### src/rwp_consts.svh
`ifndef RWP_CONSTS_SVH
`define RWP_CONSTS_SVH
`define RWP_OPT_RATIO_LSB 0
`define RWP_OPT_ASSIGN_BIT 3
`define RWP_OPT_EDGE_BIT 4
`define RWP_OPT_SOURCE_BIT 5
`define RWP_OPT_RESET 8'hFF
`define RWP_COUNT_RESET 8'h00
`define RWP_COUNT_MAX 8'hFF
`define RWP_CLK_HZ 200000000
`define RWP_GUARD_OSC_HZ 16000
`define RWP_GUARD_DIV (`RWP_CLK_HZ / `RWP_GUARD_OSC_HZ)
`endif

### src/rwp_pkg.sv
package rwp_pkg;
   typedef logic [7:0] rwp_byte_t;
   typedef enum logic [2:0] {
      RWP_ST_RUN = 3'h1,
      RWP_ST_FIRE = 3'h2,
      RWP_ST_HOLD = 3'h4
   } rwp_guard_st_t;
endpackage

### src/rwp_scale_if.sv
`timescale 1ns/1ps
interface rwp_scale_if;
   logic tick;
   logic clear;
   logic [2:0] ratio;
   logic to_guard;
   logic out_pulse;
   modport owner (output tick, output clear, output ratio, output to_guard, input out_pulse);
   modport scaler (input tick, input clear, input ratio, input to_guard, output out_pulse);
endinterface

### src/rwp_prescaler.sv
`timescale 1ns/1ps
`include "rwp_consts.svh"
module rwp_prescaler #(
   parameter int WIDTH = 8
) (
   // clock and reset
   input wire logic clk,
   input wire logic rst_b,
   // shared prescaler link
   rwp_scale_if.scaler sif
);
   logic [WIDTH-1:0] count;
   logic [WIDTH:0] full_mask;
   logic [WIDTH-1:0] mask;
   logic [3:0] shift;
   logic wrap;

   // counter ratio 7 divides by 256, which needs eight count bits
   if (WIDTH < 8) begin : g_width_check
      $error("prescaler width must be at least 8");
   end

   // counter gets 2^(n+1), guard gets 2^n
   assign shift = sif.to_guard ? {1'b0, sif.ratio} : {1'b0, sif.ratio} + 4'h1;
   assign full_mask = ({{WIDTH{1'b0}}, 1'b1} << shift) - {{WIDTH{1'b0}}, 1'b1};
   assign mask = full_mask[WIDTH-1:0];
   assign wrap = (count & mask) == mask;
   assign sif.out_pulse = sif.tick && wrap && !sif.clear;

   // count has no software port at all
   always_ff @(posedge clk) begin
      if (!rst_b || sif.clear) begin
         count <= '0;
      end else if (sif.tick) begin
         count <= wrap ? '0 : count + {{(WIDTH-1){1'b0}}, 1'b1};
      end
   end

   ratio_out_a: assert property (@(posedge clk) disable iff (!rst_b)
      sif.to_guard && sif.ratio == 3'h0 && sif.tick && !sif.clear |-> sif.out_pulse)
      else $error("guard ratio one lost");
   counter_even_a: assert property (@(posedge clk) disable iff (!rst_b)
      sif.out_pulse && !sif.to_guard |-> count[0])
      else $error("counter prescale odd");
endmodule

### src/rwp_timer.sv
`timescale 1ns/1ps
`include "rwp_consts.svh"
// How it works
// - eight-bit counter, instruction or pin clocked
// - option bit five picks the source
// - pin sampled each osc rising edge, slow source
// - option bit four picks falling edge
// - prescaled counter forms sixteen-bit chain
// - wrap sets rollover pending, interrupt if enabled
// - counter write clears assigned prescaler
// - test instruction blocks that cycle's increment
// - guard timer runs from own oscillator
// - fuse-enabled guard expiry resets device
// - option bit three assigns prescaler
// - three-bit field sets division ratio
// - prescaler count not software accessible
// - prescaler serves only one unit
// - option enable bit gates rollover interrupt
module rwp_timer #(
   parameter int GUARD_DIV = `RWP_GUARD_DIV
) (
   // clock and reset
   input wire logic clk,
   input wire logic rst_b,
   // core timing and pins
   input wire logic instr_cycle,
   input wire logic osc_in_pin,
   input wire logic counter_pin,
   // option bits
   input wire logic [7:0] option_bits,
   input wire logic rollover_int_enable,
   input wire logic guard_enable_fuse,
   // software access
   input wire logic counter_write,
   input wire logic [7:0] counter_wdata,
   input wire logic counter_test,
   input wire logic guard_clear_instr,
   input wire logic pending_clear,
   // status
   output rwp_pkg::rwp_byte_t realtime_counter,
   output logic rollover_pending,
   output logic rollover_irq,
   output logic guard_reset
);
   rwp_scale_if sif ();
   rwp_pkg::rwp_guard_st_t guard_st;
   rwp_pkg::rwp_guard_st_t next_guard_st;
   logic osc_prev;
   logic pin_prev;
   logic osc_rise;
   logic pin_edge;
   logic src_tick;
   logic cnt_step;
   logic cnt_wrap;
   logic prescaler_assign;
   logic ext_source;
   logic falling_sel;
   logic [2:0] ratio;
   logic [31:0] osc_div;
   logic guard_osc_tick;
   logic guard_step;
   rwp_pkg::rwp_byte_t guard_count;
   logic guard_expire;

   // the divider compare needs at least two counts per guard tick
   if (GUARD_DIV < 2) begin : g_div_check
      $error("guard divider too small");
   end

   assign prescaler_assign = option_bits[`RWP_OPT_ASSIGN_BIT];
   assign ext_source = option_bits[`RWP_OPT_SOURCE_BIT];
   assign falling_sel = option_bits[`RWP_OPT_EDGE_BIT];
   assign ratio = option_bits[`RWP_OPT_RATIO_LSB +: 3];

   // pin is only looked at on osc rising edges; fast pins alias
   assign osc_rise = osc_in_pin && !osc_prev;
   assign pin_edge = falling_sel ? (pin_prev && !counter_pin)
      : (!pin_prev && counter_pin);
   assign src_tick = ext_source ? (osc_rise && pin_edge) : instr_cycle;

   // one prescaler, routed to exactly one consumer
   assign sif.to_guard = prescaler_assign;
   assign sif.ratio = ratio;
   assign sif.tick = prescaler_assign ? guard_osc_tick : src_tick;
   assign sif.clear = prescaler_assign ? guard_clear_instr : counter_write;

   rwp_prescaler #(.WIDTH(8)) u_scale (
      .clk(clk),
      .rst_b(rst_b),
      .sif(sif)
   );

   assign cnt_step = (prescaler_assign ? src_tick : sif.out_pulse) && !counter_test;
   assign cnt_wrap = cnt_step && !counter_write && realtime_counter == `RWP_COUNT_MAX;
   assign guard_step = prescaler_assign ? sif.out_pulse : guard_osc_tick;
   assign guard_expire = guard_step && !guard_clear_instr && guard_count == `RWP_COUNT_MAX;
   assign guard_osc_tick = osc_div == GUARD_DIV - 1;
   assign rollover_irq = rollover_pending && rollover_int_enable;

   always_ff @(posedge clk) begin
      if (!rst_b) begin
         osc_prev <= 1'b0;
         pin_prev <= 1'b0;
      end else if (osc_rise || !ext_source) begin
         osc_prev <= osc_in_pin;
         pin_prev <= counter_pin;
      end else begin
         osc_prev <= osc_in_pin;
      end
   end

   always_ff @(posedge clk) begin
      if (!rst_b) begin
         realtime_counter <= `RWP_COUNT_RESET;
      end else if (counter_write) begin
         realtime_counter <= counter_wdata;
      end else if (cnt_step) begin
         realtime_counter <= realtime_counter + 8'h01;
      end
   end

   // set wins over a same-cycle clear
   always_ff @(posedge clk) begin
      if (!rst_b) begin
         rollover_pending <= 1'b0;
      end else if (cnt_wrap) begin
         rollover_pending <= 1'b1;
      end else if (pending_clear) begin
         rollover_pending <= 1'b0;
      end
   end

   // free-running stand-in for the guard rc oscillator
   always_ff @(posedge clk) begin
      if (!rst_b || guard_osc_tick) begin
         osc_div <= 32'h0;
      end else begin
         osc_div <= osc_div + 32'h1;
      end
   end

   always_ff @(posedge clk) begin
      if (!rst_b || guard_clear_instr) begin
         guard_count <= `RWP_COUNT_RESET;
      end else if (guard_step) begin
         guard_count <= guard_count + 8'h01;
      end
   end

   always_comb begin
      next_guard_st = guard_st;
      case (guard_st)
         rwp_pkg::RWP_ST_RUN: begin
            if (guard_expire && guard_enable_fuse) next_guard_st = rwp_pkg::RWP_ST_FIRE;
         end
         rwp_pkg::RWP_ST_FIRE: next_guard_st = rwp_pkg::RWP_ST_HOLD;
         rwp_pkg::RWP_ST_HOLD: begin
            if (guard_clear_instr) next_guard_st = rwp_pkg::RWP_ST_RUN;
         end
         default: next_guard_st = rwp_pkg::RWP_ST_RUN;
      endcase
   end

   always_ff @(posedge clk) begin
      if (!rst_b) begin
         guard_st <= rwp_pkg::RWP_ST_RUN;
      end else begin
         guard_st <= next_guard_st;
      end
   end

   assign guard_reset = guard_st == rwp_pkg::RWP_ST_FIRE;

   // checks on the counter path
   wrap_sets_a: assert property (@(posedge clk) disable iff (!rst_b)
      cnt_wrap |=> rollover_pending && realtime_counter == 8'h00)
      else $error("wrap lost");

   pend_sticky_a: assert property (@(posedge clk) disable iff (!rst_b)
      rollover_pending && !pending_clear |=> rollover_pending)
      else $error("pending dropped");

   test_blocks_a: assert property (@(posedge clk) disable iff (!rst_b)
      counter_test && !counter_write |=> $stable(realtime_counter))
      else $error("test stepped");

   write_loads_a: assert property (@(posedge clk) disable iff (!rst_b)
      counter_write |=> realtime_counter == $past(counter_wdata))
      else $error("write lost");

   irq_gate_a: assert property (@(posedge clk) disable iff (!rst_b)
      cnt_wrap && rollover_int_enable |=> rollover_irq || !rollover_int_enable)
      else $error("irq not raised");

   direct_step_a: assert property (@(posedge clk) disable iff (!rst_b)
      prescaler_assign && instr_cycle && !ext_source && !counter_test && !counter_write
      |=> realtime_counter == $past(realtime_counter) + 8'h01)
      else $error("no step");

   // a pin level seen between osc rises must not count
   osc_gate_a: assert property (@(posedge clk) disable iff (!rst_b)
      ext_source && prescaler_assign && !osc_rise && !counter_write
      |=> $stable(realtime_counter))
      else $error("pin counted off osc edge");

   // checks on the guard path
   guard_fires_a: assert property (@(posedge clk) disable iff (!rst_b)
      guard_expire && guard_enable_fuse && guard_st == rwp_pkg::RWP_ST_RUN |=> guard_reset)
      else $error("guard missed");

   no_fuse_a: assert property (@(posedge clk) disable iff (!rst_b)
      !guard_enable_fuse && guard_st == rwp_pkg::RWP_ST_RUN |=> !guard_reset)
      else $error("guard without fuse");

   fire_once_a: assert property (@(posedge clk) disable iff (!rst_b)
      guard_reset |=> !guard_reset)
      else $error("guard reset too long");

   guard_hold_a: assert property (@(posedge clk) disable iff (!rst_b)
      guard_st == rwp_pkg::RWP_ST_HOLD && !guard_clear_instr |=> !guard_reset)
      else $error("guard fired while held");

   guard_clear_a: assert property (@(posedge clk) disable iff (!rst_b)
      guard_clear_instr |=> guard_count == 8'h00)
      else $error("guard clear lost");

   one_user_a: assert property (@(posedge clk) disable iff (!rst_b)
      !prescaler_assign && !guard_osc_tick && !guard_clear_instr |=> $stable(guard_count))
      else $error("shared scaler");
endmodule

### config.mk
export PLATFORM = sky130hd
export DESIGN_NAME = rwp_timer
export DESIGN_NICKNAME = d
export VERILOG_FILES = /design/src/rwp_pkg.sv /design/src/rwp_scale_if.sv /design/src/rwp_prescaler.sv /design/src/rwp_timer.sv
export VERILOG_INCLUDE_DIRS = /design/src
export SDC_FILE = /design/constraint.sdc
export NUM_CORES = 1
export LEC_CHECK = 0
export ABC_CLOCK_PERIOD_IN_PS = 3350
export BUFFER_PORTS_ARGS = -buffer_cell sky130_fd_sc_hd__buf_2
export CORE_MARGIN = 1
export CORE_UTILIZATION = 58
export CTS_CLUSTER_SIZE = 40
export DETAILED_ROUTE_END_ITERATION = 10
export HOLD_SLACK_MARGIN = 0.1
export PLACE_DENSITY_LB_ADDON = 0.25
export SLEW_MARGIN = 25
export SYNTH_ARGS = -nofsm -noshare
export SYNTH_HDL_FRONTEND = slang
export SYNTH_SLANG_ARGS = --single-unit
### constraint.sdc
create_clock -name clk -period 3.35 [get_ports clk]
set_input_delay 0.1675 -clock clk [delete_from_list [all_inputs] [get_ports clk]]
set_output_delay 0.1675 -clock clk [all_outputs]
set_load 0.1 [all_outputs]
==> key figures <==
Timing
  • Final worst path period share: 88.2%
  • Transition time of the tightest slew-check pin: 0.668 ns
  • Hold Violations, Final: 0
  • Hold_ws: 0.115 ns
  • Fmax: 0.338 GHz
  • RSZ-0062 raised after global routing: false
  • Final setup vio count: 0
  • Max-Slew Margin vs Limit: 55.2%
  • Final max-slew violation count: 0
  • Period minus WS final: 2.96 ns
  • Setup TNS: 0 ns
  • Worst clock skew: 0.0117 ns

Clocking
  • Clock Latency Late Sink: 0.33 ns
  • PostCTS Resize Cnt: 0
  • Clock sink count: 62
  • Root Buffer: clkbuf_8
  • Clock slew at reported path FFs: 0.07 ns
  • CTS tree: done
  • Postcts setup bufs: 0
  • H-tree Lvls: 3
  • Num CTS Buffers: 9
  • CTS Buffer Depth: 2

Global routing
  • First-pass GRT wire length: 12400 um
  • Overall routing resource usage: 25.4%
  • Initial antenna violation count: 0
  • Largest net degree at the start of global routing: 25
  • GR Overflow Total: 0
  • Vias in the first global route: 2916

Critical path
  • Crit Path Max Fanout: 15
  • CP startpoint kind: flip-flop
  • Arrival @ worst endpoint: 3.22 ns
  • Endpoint class of the critical path: flip-flop
  • Type of the worst setup path: flip-flop to flip-flop
  • WP data required: 3.61 ns

Hold path
  • Hold crit path type: input port to flip-flop

Pwr
  • Switching Fraction: 25.9%
  • Comb power frac: 11.8%
  • Clock power share: 38.7%
  • Switch Pwr: 0.399 mW
  • Maximum VDD drop: 313 uV
  • Sequential share of power: 49.5%
  • Pleak: 1.37 nW
  • Pwr dens: 412 nW/um^2
  • Pint: 1.14 mW

Synthesis
  • Net Count, Synth: 431
  • Synth top area cells: dfxtp_1, xor2_1, nor2_1
  • Yosys warns: 0
  • Largest area contributor in the netlist: dfxtp_1
  • EDFF count, synth: 0
  • Syn Area/Cell: 8.37 sq um
  • Cell area after synthesis: 3330 sq um
  • Sequential cell area fraction in the yosys report: 37.3%
  • Ys flop type: dfxtp_1
  • Synth async-reset ratio: 0%
  • Distinct cells, synth: 56
  • Post-synthesis register bit count: 62
  • Syn Inst Count: 398
  • Synth top area share: 37.3%

Placement
  • RD Place Congestion: 0.831
  • PortBufs: 35
  • DP Wirelength: 5050 um

Flow run
  • Max-cap violations: 0

Cells and area
  • # fillers: 468
  • Footprint of the multi-input gates: 1970 sq um
  • Layout cells sized above 1: 14.4%
  • # diodes: 0
  • Register area: 1240 sq um
  • Area Overhead vs Synth: 12.2%
  • Layout net count: 466

Floorplan
  • Starting Density: 60.5%
  • I/O pin cnt: 38
  • Die width: 77.8 um
  • # rows: 27
  • Vert. Die Dim: 77.8 um
  • Die area: 6050 sq um
  • Core Area: 5510 sq um

Routing
  • Total Wirelength: 7040 um
  • Average routed wire per standard cell: 13.9 um
  • Detail Route Antenna Nets: 0
  • Via-to-Cell Ratio: 5.92
  • Initial DRC count: 155
  • Pre-Repair DR Iteration Count: 4
  • DRC Markers: 0
  • Vias after detailed routing: 3006

Run status
  • Status: finished, final reports clean
## Yosys cell counts, types with 2 or more instances
master,n
dfxtp_1,62
nor2_1,45
nand2_1,28
xor2_1,24
o21ai_0,23
a21oi_1,19
nand4_1,17
clkbuf_1,14
nand3_1,14
inv_1,12
or3_1,12
nor4_1,10
a31oi_1,8
xnor2_1,8
or4_1,7
ha_1,6
mux2i_1,6
nor2b_1,6
o31ai_1,6
and2_1,5
and3_1,5
and4_1,5
nor3_1,5
nor3b_1,4
nand2b_1,3
nor4b_1,3
or2_2,3
a2111oi_0,2
a21o_1,2
a22oi_1,2
a32oi_1,2
a41oi_1,2
and3_2,2
nor4bb_1,2
o21a_1,2
o221ai_1,2
## cell families after synthesis
family / Yosys count / synth area share, %
muxes: 7 / 2.48
DFF: 62 / 37.3
buffers and inverters: 29 / 3.65
xor gates and xnor gates: 32 / 8.42
AOI/OAI and AO/OA: 82 / 16.6
adders and majority gates: 6 / 2.25
and+or+nand+nor: 180 / 29.3
## area by class of cell
cell class / instances / area share (%)
clock buffer: 12 / 3.62
clock inverter: 2 / 0.938
inverter: 12 / 1.21
multi-input combinational: 307 / 52.6
sequential: 62 / 33.2
tap: 72 / 2.41
timing repair buffer: 41 / 5.96
## metrics by stage
stage	setup slack [ns]	total power [mW]	cell area, sq um	utilization, %	std cells
final	0.394	1.54	3740	67.8	508
after global routing	0.154	1.61	3740	67.8	508
after CTS	0.395	1.56	3740	67.8	508
after detailed placement	0.135	0.956	3560	64.6	493
after global placement	0.236	0.952	3560	64.6	493
after floorplan	0.439	0.913	3330	-	398
## per-layer routing
| layer | part of all wire (%) | up-vias | track usage (%) |
|---|---|---|---|
| met4 | 1.1 | 0 | 10.8 |
| met1 | 46 | 1413 | 29.3 |
| met5 | 0 | - | 0 |
| li1 | - | 1530 | - |
| met2 | 49 | 56 | 44.2 |
| met3 | 3.7 | 7 | 6.59 |
## critical path, stage by stage, from the launching register on
cell and delay (ns):
dfxtp_1 0.35, or4_1 0.55, or4_4 0.59, mux2i_4 0.29, o221a_4 0.28, a21oi_2 0.16, or4_1 0.50, a31oi_1 0.16
## power groups by stage
stage	registers [mW]	logic, mW	clock network (mW)
finish	0.762	0.182	0.596
global route	0.764	0.197	0.650
CTS	0.761	0.181	0.614
detailed placement	0.777	0.179	0
global placement	0.777	0.174	0
floorplan	0.824	0.0886	0
## layout by cell type, fill, tap and decap left out, types with 6 or more instances in the layout
| master | n |
|---|---|
| mux2i_1 | 6 |
| inv_1 | 12 |
| a21oi_1 | 19 |
| xor2_1 | 24 |
| nor2_1 | 45 |
| ha_1 | 6 |
| or3_1 | 12 |
| o31ai_1 | 6 |
| buf_2 | 35 |
| clkbuf_8 | 9 |
| nor4_1 | 10 |
| or4_1 | 7 |
| xnor2_1 | 8 |
| o21ai_0 | 23 |
| nand3_1 | 14 |
| nand4_1 | 17 |
| nor2b_1 | 6 |
| nand2_1 | 28 |
| dfxtp_1 | 62 |
| a31oi_1 | 8 |
## final timing paths
kind | slack (ns) | endpoint | depth (start not counted) | startpoint
setup / recovery | 0.39 | realtime_counter[6]$_SDFFE_PN0P_ | 7 | osc_div[21]$_SDFF_PP0_
hold reg to reg | 0.46 | guard_st[2]$_SDFFE_PN0P_ | 1 | guard_st[0]$_SDFFE_PN1P_
hold / removal | 0.12 | pin_prev$_SDFFE_PN0P_ | 3 | counter_pin
setup reg to reg | 0.39 | realtime_counter[6]$_SDFFE_PN0P_ | 7 | osc_div[21]$_SDFF_PP0_
## registers in the layout, indices dropped and copies added, names as in the netlist
register          count
realtime_counter      8
rollover_pending      1
osc_prev              1
pin_prev              1
guard_st              3
u_scale.count         8
guard_count           8
osc_div              32
## what timing repair did
action,CTS,global route
hold buffers,1,0
endpoints found under the hold margin,1,0
setup endpoints to repair,0,0
Note: power is estimated with default switching activity, not from simulation.
